## src/rmob_map.vh

```
`ifndef RMOB_MAP_VH
`define RMOB_MAP_VH

// ----------------------------------------------------------------
// Register offsets (byte addresses)
// ----------------------------------------------------------------
`define RMOB_OFS_PINS_7_6 12'h000
`define RMOB_OFS_PINS_9_8 12'h004
`define RMOB_OFS_PINS_11_10 12'h008
`define RMOB_OFS_PIN_13 12'h00c
`define RMOB_OFS_PINS_15_14 12'h010

// ----------------------------------------------------------------
// Field layout and reset values
// ----------------------------------------------------------------
`define RMOB_SEL_W 5
`define RMOB_HI_LSB 8
`define RMOB_HI_MSB 12
`define RMOB_LO_LSB 0
`define RMOB_LO_MSB 4
`define RMOB_SEL_RESET 5'h00
`define RMOB_SEL_NONE 5'h00
`define RMOB_NUM_REGS 5
`define RMOB_NUM_PINS 9
`define RMOB_REG_NONE 3'h7

`endif
```

## src/rmob_bank.v

```verilog
`timescale 1ns/1ps
`include "rmob_map.vh"

module rmob_bank #(
    parameter NUM_PERIPH = 19
) (
    input wire pclk,
    input wire presetn,
    input wire pce,
    input wire psel,
    input wire penable,
    input wire pwrite,
    input wire [11:0] paddr,
    input wire [31:0] pwdata,
    input wire [3:0] pstrb,
    output reg [31:0] prdata,
    output reg pready,
    output reg pslverr,
    input wire [NUM_PERIPH-1:0] periph_out,
    input wire [`RMOB_NUM_PINS-1:0] port_out,
    output reg [`RMOB_NUM_PINS-1:0] remap_pin_out,
    output reg [`RMOB_NUM_PINS-1:0] remap_pin_periph
);

    // ----------------------------------------------------------------
    // Decode helpers
    // ----------------------------------------------------------------
    // Pin order: 6,7,8,9,10,11,13,14,15 at index 0..8
    function [2:0] reg_of_addr;
        input [11:0] a;
        begin
            case (a)
                `RMOB_OFS_PINS_7_6: reg_of_addr = 3'h0;
                `RMOB_OFS_PINS_9_8: reg_of_addr = 3'h1;
                `RMOB_OFS_PINS_11_10: reg_of_addr = 3'h2;
                `RMOB_OFS_PIN_13: reg_of_addr = 3'h3;
                `RMOB_OFS_PINS_15_14: reg_of_addr = 3'h4;
                default: reg_of_addr = `RMOB_REG_NONE;
            endcase
        end
    endfunction

    function [2:0] reg_of_pin;
        input [3:0] i;
        begin
            case (i)
                4'h0: reg_of_pin = 3'h0;
                4'h1: reg_of_pin = 3'h0;
                4'h2: reg_of_pin = 3'h1;
                4'h3: reg_of_pin = 3'h1;
                4'h4: reg_of_pin = 3'h2;
                4'h5: reg_of_pin = 3'h2;
                4'h6: reg_of_pin = 3'h3;
                4'h7: reg_of_pin = 3'h4;
                4'h8: reg_of_pin = 3'h4;
                default: reg_of_pin = `RMOB_REG_NONE;
            endcase
        end
    endfunction

    // High half holds the odd pin, and pin 13 alone
    function pin_is_high;
        input [3:0] i;
        begin
            case (i)
                4'h1: pin_is_high = 1'b1;
                4'h3: pin_is_high = 1'b1;
                4'h5: pin_is_high = 1'b1;
                4'h6: pin_is_high = 1'b1;
                4'h8: pin_is_high = 1'b1;
                default: pin_is_high = 1'b0;
            endcase
        end
    endfunction

    // ----------------------------------------------------------------
    // Selector storage
    // ----------------------------------------------------------------
    reg [`RMOB_SEL_W-1:0] sel_ff [0:`RMOB_NUM_PINS-1];
    wire [2:0] hit_reg = reg_of_addr(paddr);
    wire mapped = (hit_reg != `RMOB_REG_NONE);
    wire setup = psel & ~penable;
    wire wr_take = psel & penable & pready & pwrite & mapped;
    wire [`RMOB_SEL_W-1:0] hi_field = pwdata[`RMOB_HI_MSB:`RMOB_HI_LSB];
    wire [`RMOB_SEL_W-1:0] lo_field = pwdata[`RMOB_LO_MSB:`RMOB_LO_LSB];
    wire [`RMOB_NUM_PINS-1:0] pin_in_reg;
    wire [`RMOB_NUM_PINS-1:0] pin_high;
    wire [`RMOB_NUM_PINS-1:0] pin_we;
    reg [31:0] nxt_rdata;
    integer k;

    // Each pin knows its register and half once, so its write enable and stored field cannot disagree
    genvar d;
    generate
        for (d = 0; d < `RMOB_NUM_PINS; d = d + 1) begin : g_dec
            localparam [3:0] PIN_IDX = d;

            assign pin_in_reg[d] = (reg_of_pin(PIN_IDX) == hit_reg);
            assign pin_high[d] = pin_is_high(PIN_IDX);

            // A low lane strobe leaves its field untouched
            assign pin_we[d] = wr_take & pin_in_reg[d] & (pin_high[d] ? pstrb[1] : pstrb[0]);
        end
    endgenerate

    // Unwritten bit positions never reach storage, so 15:13, 7:5 and the pin 13 low byte stay zero
    always @(posedge pclk or negedge presetn) begin
        if (!presetn) begin
            for (k = 0; k < `RMOB_NUM_PINS; k = k + 1) begin
                sel_ff[k] <= `RMOB_SEL_RESET;
            end
        end else if (pce) begin
            for (k = 0; k < `RMOB_NUM_PINS; k = k + 1) begin
                if (pin_we[k]) begin
                    if (pin_high[k]) begin
                        sel_ff[k] <= hi_field;
                    end else begin
                        sel_ff[k] <= lo_field;
                    end
                end
            end
        end
    end

    // ----------------------------------------------------------------
    // Register views
    // ----------------------------------------------------------------
    // Each register is rebuilt as a 16-bit view with its unimplemented bits tied low
    wire [15:0] view_pins_7_6 = {3'h0, sel_ff[1], 3'h0, sel_ff[0]};
    wire [15:0] view_pins_9_8 = {3'h0, sel_ff[3], 3'h0, sel_ff[2]};
    wire [15:0] view_pins_11_10 = {3'h0, sel_ff[5], 3'h0, sel_ff[4]};
    wire [15:0] view_pin_13 = {3'h0, sel_ff[6], 8'h00};
    wire [15:0] view_pins_15_14 = {3'h0, sel_ff[8], 3'h0, sel_ff[7]};

    // ----------------------------------------------------------------
    // Read mux
    // ----------------------------------------------------------------
    // Bits 31:16 have no storage at all and always read zero
    always @* begin
        nxt_rdata = 32'h00000000;
        case (hit_reg)
            3'h0: begin
                nxt_rdata[15:0] = view_pins_7_6;
            end
            3'h1: begin
                nxt_rdata[15:0] = view_pins_9_8;
            end
            3'h2: begin
                nxt_rdata[15:0] = view_pins_11_10;
            end
            3'h3: begin
                nxt_rdata[15:0] = view_pin_13;
            end
            3'h4: begin
                nxt_rdata[15:0] = view_pins_15_14;
            end
            default: begin
                nxt_rdata = 32'h00000000;
            end
        endcase
    end

    // ----------------------------------------------------------------
    // APB slave
    // ----------------------------------------------------------------
    // One wait-free access: the answer is prepared in the setup cycle,
    // so pready is high at the first access edge.
    always @(posedge pclk or negedge presetn) begin
        if (!presetn) begin
            pready <= 1'b0;
        end else if (pce) begin
            pready <= setup;
        end
    end

    // Unmapped offsets answer with an error rather than aliasing onto a selector
    always @(posedge pclk or negedge presetn) begin
        if (!presetn) begin
            pslverr <= 1'b0;
        end else if (pce) begin
            pslverr <= setup & ~mapped;
        end
    end

    // Read data stands only with pready; writes and errors read back zero
    always @(posedge pclk or negedge presetn) begin
        if (!presetn) begin
            prdata <= 32'h00000000;
        end else if (pce) begin
            if (setup && !pwrite && mapped) begin
                prdata <= nxt_rdata;
            end else begin
                prdata <= 32'h00000000;
            end
        end
    end

    // ----------------------------------------------------------------
    // Pin routing
    // ----------------------------------------------------------------
    // Registered so the pins never glitch while a selector changes
    genvar g;
    generate
        for (g = 0; g < `RMOB_NUM_PINS; g = g + 1) begin : g_pin
            // Numbers past the last peripheral fall back to port data instead of reading off the end
            wire use_periph = (sel_ff[g] != `RMOB_SEL_NONE) && (sel_ff[g] < NUM_PERIPH);
            wire nxt_pin_out = use_periph ? periph_out[sel_ff[g]] : port_out[g];

            always @(posedge pclk or negedge presetn) begin
                if (!presetn) begin
                    remap_pin_periph[g] <= 1'b0;
                end else if (pce) begin
                    remap_pin_periph[g] <= use_periph;
                end
            end

            always @(posedge pclk or negedge presetn) begin
                if (!presetn) begin
                    remap_pin_out[g] <= 1'b0;
                end else if (pce) begin
                    remap_pin_out[g] <= nxt_pin_out;
                end
            end
        end
    endgenerate

endmodule // rmob_bank

```

## config.mk

```make
export PLATFORM = sky130hd
export DESIGN_NAME = rmob_bank
export DESIGN_NICKNAME = d
export VERILOG_FILES = /design/src/rmob_bank.v
export VERILOG_INCLUDE_DIRS = /design/src
export SDC_FILE = /design/constraint.sdc
export NUM_CORES = 1
export LEC_CHECK = 0
export ABC_CLOCK_PERIOD_IN_PS = 1500
export BUFFER_PORTS_ARGS = -buffer_cell sky130_fd_sc_hd__buf_2
export CAP_MARGIN = 20
export CORE_AREA = 2 2 115 117
export CTS_CLUSTER_SIZE = 40
export DETAILED_ROUTE_END_ITERATION = 16
export DIE_AREA = 0 0 117 119
export PLACE_DENSITY = 0.71
export SETUP_SLACK_MARGIN = 0.2
export SLEW_MARGIN = 25
export SYNTH_ARGS = -nofsm -noshare
export SYNTH_HDL_FRONTEND = slang
export SYNTH_SLANG_ARGS = --single-unit
```

## constraint.sdc

```tcl
create_clock -name pclk -period 1.5 [get_ports pclk]
set_input_delay 0.15 -clock pclk [delete_from_list [all_inputs] [get_ports pclk]]
set_output_delay 0.15 -clock pclk [all_outputs]
set_load 0.05 [all_outputs]
```

==> results of run 1 <==
## layer usage
layer	GRT usage, %	part of all wire, %	up-vias
met5	0	0	-
met4	9.71	2.4	0
met3	4.78	8.6	33
met2	40.2	47	282
met1	37.5	42	2547
li1	-	-	2203
## power by group through the flow
| stage | Combinational [mW] | Sequential (mW) | Clock (mW) |
|---|---|---|---|
| after floorplan | 0.416 | 2.20 | 0 |
| after global placement | 0.795 | 2.10 | 0 |
| after detailed placement | 0.805 | 2.10 | 0 |
| after CTS | 0.840 | 2.07 | 2.25 |
| after global routing | 0.909 | 2.07 | 2.34 |
| final | 0.866 | 2.07 | 2.23 |
## what timing repair did
action | in CTS | in global routing
endpoints found under the hold margin | 25 | 0
endpoints found under the setup margin | 69 | 71
hold buffers | 1 | 0
pin swaps | 23 | 32
gates resized for setup | 64 | 47
cloned | 1 | 0
setup buffers | 9 | 10
## Yosys cell counts, types with 10 or more instances
library cell,n
o22ai_1,10
buf_4,22
buf_2,14
nand2b_1,19
mux4_2,19
o2bb2ai_1,10
dfrtp_1,75
nand3_1,20
nor3_1,15
clkbuf_1,19
nand2_1,10
a31oi_1,10
inv_1,13
a22oi_1,13
mux2i_1,41
mux2_2,71
nor2_1,11
## kinds of logic after synthesis
logic type / count (synthesis)
and+or+nand+nor: 128
buffers and inverters: 72
muxes: 132
AOI/OAI and AO/OA: 99
DFF: 75
other: 1
## sequential cells by signal, indices dropped and copies added (netlist names)
register / count
pready: 1
prdata: 10
remap_pin_out: 9
sel_ff: 45
pslverr: 1
remap_pin_periph: 9
## worst register-to-register path, cell delays in order, from the launching register on
cell	delay [ns]
dfrtp_2	0.35
and4_1	0.18
and4_4	0.28
buf_12	0.16
nand3_4	0.12
mux2_4	0.32
## per-stage QoR
stage / setup slack [ns] / hold WS [ns] / total power [mW]
4_1_cts: -0.0131 / 0.125 / 5.16
3_5_place_dp: -0.140 / 0.0884 / 2.91
2_1_floorplan: -0.107 / -0.146 / 2.61
6_report: -0.0316 / 0.129 / 5.16
5_1_grt: -0.0573 / 0.138 / 5.32
3_3_place_gp: -0.142 / 0.0839 / 2.89
## final cells by class
class                           instances  area [um^2]
Sequential cell                        75         1900
Inverter                               14         52.6
Clock buffer                           13          270
Multi-Input combinational cell        381         3900
Fill cell                            1036         5340
Clock inverter                          2         35.0
Tap cell                              176          220
Timing Repair Buffer                  168         1150
## how the worst max path moves through the flow
stage	from	end	slack, ns	cells after the start
after detailed placement	paddr[9]	sel_ff[13]	-0.14	6
after global routing	pready	sel_ff[32]	-0.06	5
final	pready	sel_ff[32]	-0.03	5
after CTS	sel_ff[15]	prdata[8]	-0.01	5
after global placement	paddr[9]	sel_ff[14]	-0.14	6
after floorplan	pready	sel_ff[32]	-0.11	5
==> metrics, run 1 <==
clk slew on worst S/H paths 0.06 ns; Core Util, Final 58.5%; IO Count 134; commonest cells after routing, fill and taps aside buf_2, buf_4, dfrtp_1; Worst path slowest cell dfrtp_2; gr ovfl total 0; syn avg cell area 11.1 um^2; crit path cell chain and4_1 > and4_4 > buf_12 > nand3_4 > mux2_4; Longest Clk Path Bufs 2; post-synthesis compound-gate area fraction 14.0%; synth warn 0; clock power share 43.2%; worst-path fanout max 5; post-synth cell types 46; core area 12900 um^2; XOR/XNOR share of the synthesized area 0%; proportion of synthesized area in mux cells 29.5%; Top delay family on crit path simple AND/OR/NAND/NOR gates; Worst R2R End sel_ff[32]; sequential group share of total power 40.0%; Placed Cells 793; H-tree level count 3; total wire length 18300 um; Logic pwr share 16.8%; PD cells 685 nW/um^2; leakage power 3.40 nW; synthesized area 5610 um^2; antenna diode count 0; Post-synth ARST share 100%; CTS tree built; first-pass iteration count of the detailed router 5; failing checks negative setup slack; ys flop type dfrtp_1; layout cell share with drive strength beyond 1 57.0%; die width 117 um; share of the synthesized area in the top cell type 33.5%; area delta synth->final 34.4%; worst-case reg-to-reg path depth 5; Setup TNS -0.214 ns; hold path cells 2; Initial Utilization 43.5%; largest family of logic cells by synthesized area multiplexers; vias 5065; r2r setup slk -0.03 ns; TritonCTS buffer count 9; initial antenna violation count 0; Synth Area in Simple Gates 16.0%; via/cell ratio 6.11; status finished, violations left; dpl hpwl 12800 um; CP required 1.72 ns; die area 13900 um^2; Int Pwr 3.73 mW; Buf/Inv on CP 1; First DRT Iteration DRCs 380; final instance area 7530 um^2; final worst slack -0.0316 ns; Slew Viols, Final 0; critical path's largest stage delay 0.35 ns; remaining antenna violation count 0; post-synthesis adder-cell area fraction 0%; switching power 1.43 mW; Non-Filler Instances 829; Clock Skew 0.0109 ns; Sink Count 75; DP Area 6580 um^2; RSZ-0062 raised after global routing true; reg-to-reg startpoint pready; worst vdd ir 417 uV; maxcap violations 0; Post-route DRC 0; Setup Viol. Count Final 21; number of global-route vias before repair 5026; Crit. End Element register; total track usage 26.4%; post-route clock period utilization 102%; top cell type by total area after synthesis dfrtp_1; # rows 42; Seq/Total Area, Yosys 33.5%; Die Height 119 um; min-delay worst type in2reg; Hold Startpoint pwdata[0]; Min Clock Period, post-route 1.53 ns; crit path launch type register; first-pass GRT wire length 28000 um; Final Wtd Congestion 0.937; FMAX 653 MHz; largest net degree at the start of global routing 36; Routed wire per std cell 22.0 um; most common cell after layout, fill and taps aside buf_2; hold endpoint sel_ff[20]; Clock Latency Late Sink 0.34 ns; NumNets Final 731; sw frac 27.7%; final hold viol count 0; Critical Path AT 1.75 ns; crit path kind reg2reg; synth top area cells dfrtp_1, mux2_2, mux4_2; #FFs+latches synth 75; gate count after technology mapping 507; root buf cell clkbuf_16; Post-synth EDFFs 0; Port-buffer cells 87
(Power assumes the default switching activity.)
==> run 2, diff against run 1 <==
--- a/config.mk
+++ b/config.mk
@@ -6,15 +6,17 @@
 export SDC_FILE = /design/constraint.sdc
 export NUM_CORES = 1
 export LEC_CHECK = 0
-export ABC_CLOCK_PERIOD_IN_PS = 1500
+export ABC_CLOCK_PERIOD_IN_PS = 1800
 export BUFFER_PORTS_ARGS = -buffer_cell sky130_fd_sc_hd__buf_2
 export CAP_MARGIN = 20
 export CORE_AREA = 2 2 115 117
+export CTS_BUF_LIST = sky130_fd_sc_hd__clkbuf_2
 export CTS_CLUSTER_SIZE = 40
 export DETAILED_ROUTE_END_ITERATION = 16
 export DIE_AREA = 0 0 117 119
-export PLACE_DENSITY = 0.71
+export PLACE_DENSITY = 0.68
 export SETUP_SLACK_MARGIN = 0.2
+export SKIP_LAST_GASP = 1
 export SLEW_MARGIN = 25
 export SYNTH_ARGS = -nofsm -noshare
 export SYNTH_HDL_FRONTEND = slang
==> constraint.sdc (replaced) <==
create_clock -name pclk -period 1.8 [get_ports pclk]
set_input_delay 0.18 -clock pclk [delete_from_list [all_inputs] [get_ports pclk]]
set_output_delay 0.18 -clock pclk [all_outputs]
set_load 0.05 [all_outputs]
==> metrics, run 2 (synthesized netlist as in run 1, its figures left out) <==
via/cell ratio 6.10 (-0.18%); dpl hpwl 11800 um (-7.9%); Routed wire per std cell 21.2 um (-3.8%); IO Count 134 (unchanged); area delta synth->final 16.3%; worst vdd ir 235 uV (-44%); Top delay family on crit path compound AO/OA/AOI/OAI gates; Crit. End Element register; min-delay worst type in2reg; Worst path slowest cell dfrtp_1; crit path cell chain a211o_1 > a22oi_2 > o22ai_1 > a31oi_1; RSZ-0062 raised after global routing true; CTS tree built; first-pass iteration count of the detailed router 5 (unchanged); total wire length 16700 um (-8.4%); critical path's largest stage delay 0.52 ns (+0.17 ns); max reg flops 45 (unchanged); # rows 42 (unchanged); r2r setup slk 0.23 ns (+0.26 ns); Slew Viols, Final 0 (unchanged); most common cell after layout, fill and taps aside buf_2; First DRT Iteration DRCs 454 (+19%); total track usage 24.6% (-1.8 points); NumNets Final 691 (-5.5%); Non-Filler Instances 789 (-4.8%); FMAX 637 MHz (-2.5%); core area 12900 um^2 (unchanged); post-route clock period utilization 87.3% (-15 points); initial antenna violation count 1 (+1); Final Wtd Congestion 0.886 (-5.5%); Buf/Inv on CP 0 (-1); number of global-route vias before repair 4661 (-7.3%); maxcap violations 0 (unchanged); CP required 2.30 ns (+0.58 ns); H-tree level count 3 (unchanged); Placed Cells 753 (-5.0%); remaining antenna violation count 0 (unchanged); root buf cell clkbuf_2; Longest Clk Path Bufs 2 (unchanged); largest registers sel_ff x45, prdata x10; layout cell share with drive strength beyond 1 40.0% (-17 points); worst-path fanout max 7 (+2); Sink Count 75 (unchanged); status finished clean; Post-route DRC 0 (unchanged); Critical Path AT 2.07 ns (+0.32 ns); PD cells 514 nW/um^2 (-25%); Setup Viol. Count Final 0 (-100%); die width 117 um (unchanged); Min Clock Period, post-route 1.57 ns (+0.0390 ns); crit path kind reg2reg; largest net degree at the start of global routing 35 (-2.8%); final hold viol count 0 (unchanged); TritonCTS buffer count 9 (unchanged); Filler cells 1175 (+13%); Clock Skew 0.0406 ns (+0.0296 ns); Most flops, register sel_ff; first-pass GRT wire length 25800 um (-7.9%); Clock Latency Late Sink 0.58 ns (+0.24 ns); clk slew on worst S/H paths 0.22 ns (+0.16 ns); die area 13900 um^2 (unchanged); Die Height 119 um (unchanged); Setup TNS 0 ns (+0.214 ns); gr ovfl total 0 (unchanged); crit path launch type register; Initial Utilization 43.5% (unchanged); Port-buffer cells 87 (unchanged); commonest cells after routing, fill and taps aside buf_2, mux2_2, dfrtp_1; vias 4812 (-5.0%); leakage power 2.87 nW (-16%)
==> run 2: area by class of cell <==
cell class | instances | area [um^2] | share of cell area, %
sequential | 75 | 1890 | 28.9
clock inverter | 5 | 56.3 | 0.863
timing repair buffer | 128 | 816 | 12.5
inverter | 14 | 52.6 | 0.806
multi-input combinational | 381 | 3440 | 52.8
tap | 176 | 220 | 3.38
antenna | 1 | 2.50 | 0.0384
clock buffer | 9 | 45.0 | 0.691
==> run 2: repair_timing <==
action | CTS | global route
buffers inserted | 0 | 3
hold buffers | 18 | 0
resized for setup | 3 | 9
endpoints found under the hold margin | 127 | 0
setup endpoints to repair | 3 | 13
==> run 2: worst paths after layout <==
path,from,end,cells after the start
worst max-delay path,sel_ff[10],remap_pin_out[6],4
min in group asynchronous,presetn,sel_ff[28],2
worst max register to register,sel_ff[10],remap_pin_out[6],4
worst min-delay path,port_out[0],remap_pin_out[0],4
max in group asynchronous,presetn,sel_ff[40],3
worst min register to register,prdata[4],prdata[4],1
==> run 2: power breakdown <==
part	total, mW	switching [mW]	internal [mW]
registers	1.72	0.0109	1.71
clock network	0.939	0.637	0.303
logic	0.692	0.477	0.215
==> run 2: tightest hold or removal path, cell delays in order <==
cell	delay, ns
buf_2	0.07
nand2b_1	0.09
o22ai_1	0.07
a31oi_1	0.15
==> run 2: per-layer routing <==
layer	GRT usage (%)	routed length [um]	up-vias
met5	0	0	-
met3	4.58	1460	34
met1	35.9	7260	2365
met2	36.1	7560	281
li1	-	-	2132
met4	9.26	435	0
==> run 2: per-stage QoR <==
stage                     setup WS (ns)  power, mW  utilization, %  instance area, um^2  hold slack, ns
after floorplan                   0.192       2.17               -                 5690          -0.116
after global placement            0.123       2.39            47.9                 6170           0.160
after detailed placement          0.123       2.40            47.9                 6170           0.170
after CTS                         0.206       3.36            50.2                 6460        0.000857
after global routing              0.137       3.47            50.7                 6520          0.0180
final                             0.229       3.35            50.7                 6520          0.0235
